==> src/logic/cctg_pkg.sv <==
// Shared constants and carrier types for the capture/compare timer group
package cctg_pkg;
	localparam int CNT_W = 16;
	localparam int MAX_CH = 3;
	localparam int PIN_CH = 3;
	localparam int INT_CH = 2;
	localparam int SYNC_W = 13;
	localparam logic [CNT_W-1:0] CNT_RST = 16'h0000;
	localparam logic [CNT_W-1:0] CNT_TOP = 16'hFFFF;
	localparam logic [CNT_W-1:0] CNT_ONE = 16'h0001;
	// Counter clock source select codes
	localparam logic [1:0] CLK_EXT = 2'h0;
	localparam logic [1:0] CLK_AUX = 2'h1;
	localparam logic [1:0] CLK_SUB = 2'h2;
	localparam logic [1:0] CLK_ALT = 2'h3;
	// Capture input select codes
	localparam logic [1:0] IN_A = 2'h0;
	localparam logic [1:0] IN_B = 2'h1;
	localparam logic [1:0] IN_GND = 2'h2;
	localparam logic [1:0] IN_VCC = 2'h3;
	// Capture edge select codes
	localparam logic [1:0] EDGE_NONE = 2'h0;
	localparam logic [1:0] EDGE_RISE = 2'h1;
	localparam logic [1:0] EDGE_FALL = 2'h2;
	localparam logic [1:0] EDGE_BOTH = 2'h3;
	// Channel output modes
	localparam logic [1:0] OUT_LEVEL = 2'h0;
	localparam logic [1:0] OUT_TOGGLE = 2'h1;
	localparam logic [1:0] OUT_RST_SET = 2'h2;
	localparam logic [1:0] OUT_SET_RST = 2'h3;

	typedef enum logic [2:0] {
		MODE_STOP = 3'h1,
		MODE_UP = 3'h2,
		MODE_CONT = 3'h4
	} cctg_mode_t;

	typedef struct packed {
		logic cap_en;
		logic [1:0] in_sel;
		logic [1:0] edge_sel;
		logic [1:0] out_mode;
		logic out_val;
		logic [CNT_W-1:0] cmp;
	} cctg_chan_cfg_t;

	typedef struct packed {
		cctg_mode_t mode;
		logic [1:0] clk_sel;
		cctg_chan_cfg_t [MAX_CH-1:0] ch;
	} cctg_tmr_cfg_t;

	typedef struct packed {
		logic ovf;
		logic [MAX_CH-1:0] ch;
	} cctg_irq_t;
endpackage

==> src/logic/cctg_group.sv <==
// Capture/compare timer group: one timer core and the four-timer top
module cctg_timer #(
	parameter int NCH = 3
) (
	input wire logic clk,
	input wire logic reset,
	input cctg_pkg::cctg_tmr_cfg_t cfg,
	input wire logic [3:0] clk_src,
	input wire logic [NCH-1:0] cap_a,
	input wire logic [NCH-1:0] cap_b,
	input cctg_pkg::cctg_irq_t irq_clr,
	output cctg_pkg::cctg_irq_t irq_r,
	output logic [NCH-1:0] out_r,
	output logic [NCH-1:0][cctg_pkg::CNT_W-1:0] capt_r,
	output logic [cctg_pkg::CNT_W-1:0] count_r
);
	function automatic logic sel4(input logic [3:0] v, input logic [1:0] s);
		sel4 = v[s];
	endfunction

	function automatic logic edge_hit(input logic prev, input logic cur, input logic [1:0] es);
		edge_hit = ((es == cctg_pkg::EDGE_RISE || es == cctg_pkg::EDGE_BOTH) && cur && !prev) ||
			((es == cctg_pkg::EDGE_FALL || es == cctg_pkg::EDGE_BOTH) && !cur && prev);
	endfunction

	logic tick_q_r;
	logic [NCH-1:0] in_q_r;
	logic [cctg_pkg::CNT_W-1:0] count_nxt;
	logic [NCH-1:0] in_lvl;
	logic [NCH-1:0] cap_evt;
	logic [NCH-1:0] cmp_hit;
	logic [NCH-1:0] out_nxt;
	logic [cctg_pkg::MAX_CH-1:0] ch_set;
	cctg_pkg::cctg_irq_t irq_nxt;

	// Counter advances once per rising edge of the chosen source
	wire tick_lvl = sel4(clk_src, cfg.clk_sel);
	wire tick = tick_lvl & ~tick_q_r;
	wire run = tick && (cfg.mode != cctg_pkg::MODE_STOP);
	wire [cctg_pkg::CNT_W-1:0] top = (cfg.mode == cctg_pkg::MODE_UP) ? cfg.ch[0].cmp : cctg_pkg::CNT_TOP;
	wire wrap = run && (count_r == top);
	assign count_nxt = wrap ? cctg_pkg::CNT_RST : (run ? count_r + cctg_pkg::CNT_ONE : count_r);

	// Per-channel capture, compare and output waveform
	genvar gi;
	generate
		for (gi = 0; gi < NCH; gi++) begin : g_ch
			assign in_lvl[gi] = sel4({1'b1, 1'b0, cap_b[gi], cap_a[gi]}, cfg.ch[gi].in_sel);
			assign cap_evt[gi] = cfg.ch[gi].cap_en && edge_hit(in_q_r[gi], in_lvl[gi], cfg.ch[gi].edge_sel);
			assign cmp_hit[gi] = !cfg.ch[gi].cap_en && run && (count_r == cfg.ch[gi].cmp);
			assign out_nxt[gi] = (cfg.ch[gi].out_mode == cctg_pkg::OUT_LEVEL) ? cfg.ch[gi].out_val :
				(cfg.ch[gi].out_mode == cctg_pkg::OUT_TOGGLE) ? (out_r[gi] ^ cmp_hit[gi]) :
				(cfg.ch[gi].out_mode == cctg_pkg::OUT_RST_SET) ? (cmp_hit[gi] ? 1'b0 : (wrap ? 1'b1 : out_r[gi])) :
				(cmp_hit[gi] ? 1'b1 : (wrap ? 1'b0 : out_r[gi]));
		end
	endgenerate

	// Set wins over clear so no event is lost
	always_comb begin
		ch_set = '0;
		ch_set[NCH-1:0] = cap_evt | cmp_hit;
		irq_nxt.ovf = (irq_r.ovf & ~irq_clr.ovf) | wrap;
		irq_nxt.ch = (irq_r.ch & ~irq_clr.ch) | ch_set;
	end

	// Counter and flags
	always_ff @(posedge clk) begin
		if (reset) begin
			count_r <= cctg_pkg::CNT_RST;
			tick_q_r <= tick_lvl; // Follow the source so a high level is no edge
			irq_r <= '0;
		end else begin
			count_r <= count_nxt;
			tick_q_r <= tick_lvl;
			irq_r <= irq_nxt;
		end
	end

	// Channel state; capture holds the count seen at the edge
	always_ff @(posedge clk) begin
		if (reset) begin
			in_q_r <= in_lvl; // Supply select reads high, so no false capture
			out_r <= '0;
			capt_r <= '0;
		end else begin
			in_q_r <= in_lvl;
			out_r <= out_nxt;
			for (int i = 0; i < NCH; i++) begin
				if (cap_evt[i]) begin
					capt_r[i] <= count_r;
				end
			end
		end
	end
endmodule

module cctg_group (
	input wire logic clk,
	input wire logic reset,
	input cctg_pkg::cctg_tmr_cfg_t cfg0,
	input cctg_pkg::cctg_tmr_cfg_t cfg1,
	input cctg_pkg::cctg_tmr_cfg_t cfg2,
	input cctg_pkg::cctg_tmr_cfg_t cfg3,
	input cctg_pkg::cctg_irq_t clr0,
	input cctg_pkg::cctg_irq_t clr1,
	input cctg_pkg::cctg_irq_t clr2,
	input cctg_pkg::cctg_irq_t clr3,
	input wire logic timer_external_clock_input0,
	input wire logic timer_external_clock_input1,
	input wire logic aux_clock,
	input wire logic subsystem_master_clock,
	input wire logic comparator_output,
	input wire logic [2:0] t0_cap_pin_a,
	input wire logic channel0_capture_input_b0,
	input wire logic [2:0] t1_cap_pin_a,
	input wire logic channel0_capture_input_b1,
	output cctg_pkg::cctg_irq_t irq0,
	output cctg_pkg::cctg_irq_t irq1,
	output cctg_pkg::cctg_irq_t irq2,
	output cctg_pkg::cctg_irq_t irq3,
	output logic [cctg_pkg::PIN_CH-1:0] t0_out,
	output logic [cctg_pkg::PIN_CH-1:0] t1_out,
	output logic [cctg_pkg::INT_CH-1:0] t2_out,
	output logic [cctg_pkg::INT_CH-1:0] t3_out,
	output logic [cctg_pkg::PIN_CH-1:0][cctg_pkg::CNT_W-1:0] t0_capt,
	output logic [cctg_pkg::PIN_CH-1:0][cctg_pkg::CNT_W-1:0] t1_capt,
	output logic [cctg_pkg::INT_CH-1:0][cctg_pkg::CNT_W-1:0] t2_capt,
	output logic [cctg_pkg::INT_CH-1:0][cctg_pkg::CNT_W-1:0] t3_capt,
	output logic [cctg_pkg::CNT_W-1:0] t0_count,
	output logic [cctg_pkg::CNT_W-1:0] t1_count,
	output logic [cctg_pkg::CNT_W-1:0] t2_count,
	output logic [cctg_pkg::CNT_W-1:0] t3_count
);
	logic [cctg_pkg::SYNC_W-1:0] sync1_r;
	logic [cctg_pkg::SYNC_W-1:0] sync2_r;

	// Two-stage synchroniser; pins and foreign clocks are all asynchronous here
	// Kept out of reset so it tracks the pins: a pin resting high gives no false edge after reset
	always_ff @(posedge clk) begin
		sync1_r <= {timer_external_clock_input0, timer_external_clock_input1, aux_clock,
			subsystem_master_clock, comparator_output, t0_cap_pin_a, channel0_capture_input_b0,
			t1_cap_pin_a, channel0_capture_input_b1};
		sync2_r <= sync1_r;
	end

	// Named views of the synchronised inputs
	wire ext0 = sync2_r[12];
	wire ext1 = sync2_r[11];
	wire aux_s = sync2_r[10];
	wire sub_s = sync2_r[9];
	wire cmp_s = sync2_r[8];
	wire [2:0] t0_a = sync2_r[7:5];
	wire t0_b0 = sync2_r[4];
	wire [2:0] t1_a = sync2_r[3:1];
	wire t1_b0 = sync2_r[0];

	// Pin timers: alternate clock shares the external clock pin
	cctg_timer #(.NCH(cctg_pkg::PIN_CH)) u_t0 (
		.clk(clk),
		.reset(reset),
		.cfg(cfg0),
		.clk_src({ext0, sub_s, aux_s, ext0}),
		.cap_a(t0_a),
		.cap_b({aux_s, cmp_s, t0_b0}),
		.irq_clr(clr0),
		.irq_r(irq0),
		.out_r(t0_out),
		.capt_r(t0_capt),
		.count_r(t0_count)
	);

	cctg_timer #(.NCH(cctg_pkg::PIN_CH)) u_t1 (
		.clk(clk),
		.reset(reset),
		.cfg(cfg1),
		.clk_src({ext1, sub_s, aux_s, ext1}),
		.cap_a(t1_a),
		.cap_b({aux_s, cmp_s, t1_b0}),
		.irq_clr(clr1),
		.irq_r(irq1),
		.out_r(t1_out),
		.capt_r(t1_capt),
		.count_r(t1_count)
	);

	// Internal timers feed each other's channel 0 input A; channel 1 input A has no source
	cctg_timer #(.NCH(cctg_pkg::INT_CH)) u_t2 (
		.clk(clk),
		.reset(reset),
		.cfg(cfg2),
		.clk_src({cmp_s, sub_s, aux_s, cmp_s}),
		.cap_a({1'b0, t3_out[0]}),
		.cap_b({cmp_s, aux_s}),
		.irq_clr(clr2),
		.irq_r(irq2),
		.out_r(t2_out),
		.capt_r(t2_capt),
		.count_r(t2_count)
	);

	cctg_timer #(.NCH(cctg_pkg::INT_CH)) u_t3 (
		.clk(clk),
		.reset(reset),
		.cfg(cfg3),
		.clk_src({cmp_s, sub_s, aux_s, cmp_s}),
		.cap_a({1'b0, t2_out[0]}),
		.cap_b({cmp_s, aux_s}),
		.irq_clr(clr3),
		.irq_r(irq3),
		.out_r(t3_out),
		.capt_r(t3_capt),
		.count_r(t3_count)
	);
endmodule

==> config.mk <==
export PLATFORM = sky130hd
export DESIGN_NAME = cctg_group
export DESIGN_NICKNAME = d
export VERILOG_FILES = /design/src/logic/cctg_pkg.sv /design/src/logic/cctg_group.sv
export SDC_FILE = /design/constraint.sdc
export NUM_CORES = 1
export LEC_CHECK = 0
export BUFFER_PORTS_ARGS = -buffer_cell sky130_fd_sc_hd__buf_4
export CORE_AREA = 4 4 230 232
export CTS_CLUSTER_DIAMETER = 200
export DETAILED_ROUTE_END_ITERATION = 6
export DIE_AREA = 0 0 234 236
export SETUP_SLACK_MARGIN = 0.3
export SYNTH_ARGS = -nofsm -noshare
export SYNTH_HDL_FRONTEND = slang
export SYNTH_SLANG_ARGS = --single-unit
export TNS_END_PERCENT = 5
==> constraint.sdc <==
create_clock -name clk -period 4 [get_ports clk]
set_input_delay 0.4 -clock clk [delete_from_list [all_inputs] [get_ports clk]]
set_output_delay 0.4 -clock clk [all_outputs]
set_load 0.1 [all_outputs]
==> flow_metrics.tcl <==
set metrics [dict create \
    vias 13454 \
    layout.nets 2444 \
    avgSynthCellArea_um2 8.644 \
    path_buf_inv 0 \
    cp_cell_sequence "nor3b_1 -> a211oi_2 -> and2_1 -> nand4_1 -> or3b_4 -> nand2_1 -> nor2_1" \
    status "complete, no violations" \
    grt_pass1_wl_mm 82.98 \
    routed_wl_mm 57.35 \
    synth_cell_types 66 \
    setup_tns_ps 0 \
    place_ws_ps 746.0 \
    path_class "flip-flop to flip-flop" \
    combPwrFrac_pct 12.8 \
    design_area_um2 19790 \
    port_buffers 540 \
    dr_wl_met3_mm 5.079 \
    drt_iter0_drc 859 \
    hold_violations 0 \
    power_frac_seq_pct 41.4 \
    ys.warnings.count 0 \
    postRouteAntennaNets 0 \
    ys_ff_latch 290 \
    cp_top_family "simple AND/OR/NAND/NOR gates" \
    grt_usage_pct 19.61 \
    place_inst 2729 \
    io_pins 589 \
    p_sw_mw 1.827 \
    critPathCaptureType "flip-flop" \
    critPathRequiredTime_ps 4390 \
    numCtsBuffers 35 \
    cp_slowest_cell "dfxtp_1" \
    worst_hold_slack_ps 105.3 \
    max_stage_delay_ps 1090 \
    ir_worst_vdd_mv 0.3171 \
    fmax_mhz 310.1 \
    wire_per_inst_um 20.44 \
    wl_met2_mm 27.45 \
    antenna-diode-count 0 \
    yosysSeqAreaShare_pct 42.62 \
    drc 0 \
    hpwl_mm 44.32 \
    clk_pin_slew_ps 60 \
    top_layer_used "met5" \
    cp-start-kind "flip-flop" \
    synth_nets 1919 \
    grt_max_degree 119 \
    internal-power_mw 5.372 \
    area_growth_pct 45.28 \
    synth_area_leader_cell "dfxtp_1" \
    ys_top_cells_by_area "dfxtp_1, mux2i_1, nor2_1, xnor2_1, xor2_1" \
    wl_met1_mm 22.26 \
    power_density_nw_per_um2 363.8 \
    drv_slew 0 \
    power_switching_share_pct 25.38 \
    syn_area_um2 13620 \
    gr-total-overflow 0 \
    path_max_fanout 16 \
    setup_viol 0 \
    grt_pass1_vias 13182 \
    clock_sinks 290 \
    clockPowerShare_pct 45.8 \
    synth_edf_count 0 \
    postSynthCellCount 1576 \
    start_util_pct 26.72 \
    rsz0062_at_grt "false" \
    yosysTopAreaCellShare_pct 42.62 \
    arrival_ps 3620 \
    drive_gt1_share_pct 31.76 \
    rows 83 \
    p_leak_nw 9.042 \
    gp_congestion 0.9434 \
    post_cts_buffers 0 \
    cts_root_buffer "clkbuf_16" \
    hold_class "primary input to flip-flop" \
    maxCapViolations 0 \
    cts_tree "built" \
    die_h_um 236 \
    fill_cells 5236 \
    viasPerCell 4.796 \
    core_area_um2 50990 \
    ys.flop_type "dfxtp_1" \
    die-area_um2 55220 \
    antenna_found_initial 4 \
    fin_cells 2805 \
    fin_crit_sh_pct 80.62 \
    drt_pass1_iterations 5 \
    clock_path_buffers 3 \
    die_w_um 234 \
    place_area_um2 18450 \
    worst-slew-pin-transition_ps 1170 \
    htree_levels 2 \
    max_slew_margin_pct 21.87 \
    fin_skew_ps 15.71 \
    setup_slack_ps 775.2 \
    finalCriticalPeriod_ps 3225 \
    clock_latency_ps 530 \
    async_reset_ff_share_pct 0 \
]
## area by class of cell
type	instances	area [um2]	share of cell area, %
Clock buffer	52	1072	5.418
Clock inverter	9	122.6	0.6195
Inverter	42	157.7	0.7966
Multi-Input combinational cell	1129	7202	36.39
Sequential cell	290	5806	29.33
Tap cell	680	850.8	4.299
Timing Repair Buffer	603	4581	23.14
## sequential cells by signal, indices dropped and copies added, names as in the netlist, 16 cells and up
name and flops:
u_t0.capt_r 48, u_t0.count_r 16, u_t1.capt_r 48, u_t1.count_r 16, u_t2.capt_r 32, u_t2.count_r 16, u_t3.capt_r 32, u_t3.count_r 16
## layout by cell type (no fill, tap or decap), types with 4 or more instances in the layout
cell type and n:
or3b_2 9, nor3_1 27, and3_1 21, clkbuf_1 6, mux2i_1 117, clkbuf_8 9
nand2_1 83, and3b_1 7, nor2b_1 53, o21ai_2 8, nor4_1 10, clkbuf_16 37
a211o_1 4, o2111a_1 13, nand2b_1 61, buf_4 586, clkinv_2 5, inv_1 42
dlygate4sd3_1 15, and2_1 4, o22ai_1 4, nor4b_1 4, a2111oi_0 16, dfxtp_1 290
a21oi_1 62, o21ai_0 25, nand4_1 41, a31oi_1 7, nand3_1 67, nor2_1 255
xor2_1 53, nor3b_1 14, ha_1 4, or3_1 5, xnor2_1 107
## cell families (layout without fill, tap and decap cells)
logic type / Yosys count / after routing / synth area share, %
AND/OR/NAND/NOR: 677 / 677 / 24.73
AO/OA/AOI/OAI: 169 / 169 / 8.477
multiplexers: 119 / 119 / 8.753
adder cells (fa/ha/maj): 4 / 4 / 0.3674
buffers and inverters: 157 / 706 / 4.767
flip-flops: 290 / 290 / 42.62
XOR/XNOR: 160 / 160 / 10.29
## per-stage QoR
step | utilization, % | power (mW)
after floorplan | - | 3.514
after global placement | 36.18 | 3.945
after detailed placement | 36.18 | 3.957
after CTS | 38.81 | 7.324
after global routing | 38.81 | 7.484
final | 38.81 | 7.200
## cell usage after synthesis (41+ instances only)
master    count
nand4_1      41
a21oi_1      62
dfxtp_1     290
nor2b_1      53
nand2b_1     61
clkbuf_1     73
nand2_1      83
xor2_1       53
inv_1        42
nand3_1      67
mux2i_1     118
xnor2_1     107
nor2_1      255
## final timing paths
path                    start               end  slack (ps)  cells after the start
hold / removal       cfg3[42]     u_t3.out_r[1]         110                      2
hold reg to reg    sync1_r[5]        sync2_r[5]         330                      0
setup reg to reg  sync2_r[10]  u_t1.count_r[14]         780                      7
setup / recovery  sync2_r[10]  u_t1.count_r[14]         780                      7
## power groups by stage
stage | combinational (mW) | clock, mW | sequential, mW
3_3_place_gp | 0.899 | 0 | 3.05
5_1_grt | 0.977 | 3.52 | 2.99
2_1_floorplan | 0.326 | 0 | 3.19
3_5_place_dp | 0.909 | 0 | 3.05
4_1_cts | 0.924 | 3.42 | 2.98
6_report | 0.920 | 3.30 | 2.98
## routing by layer
layer  global-route usage (%)  up-vias
met5                        0        -
met4                    8.642        6
met3                    5.942      120
met2                    33.57      585
met1                    22.45     6366
li1                         -     6377
## repair_timing
item,CTS,global route
gates resized for setup,0,0
hold buffers,15,0
endpoints found under the hold margin,15,0
Note: power is estimated with default switching activity, not from simulation.
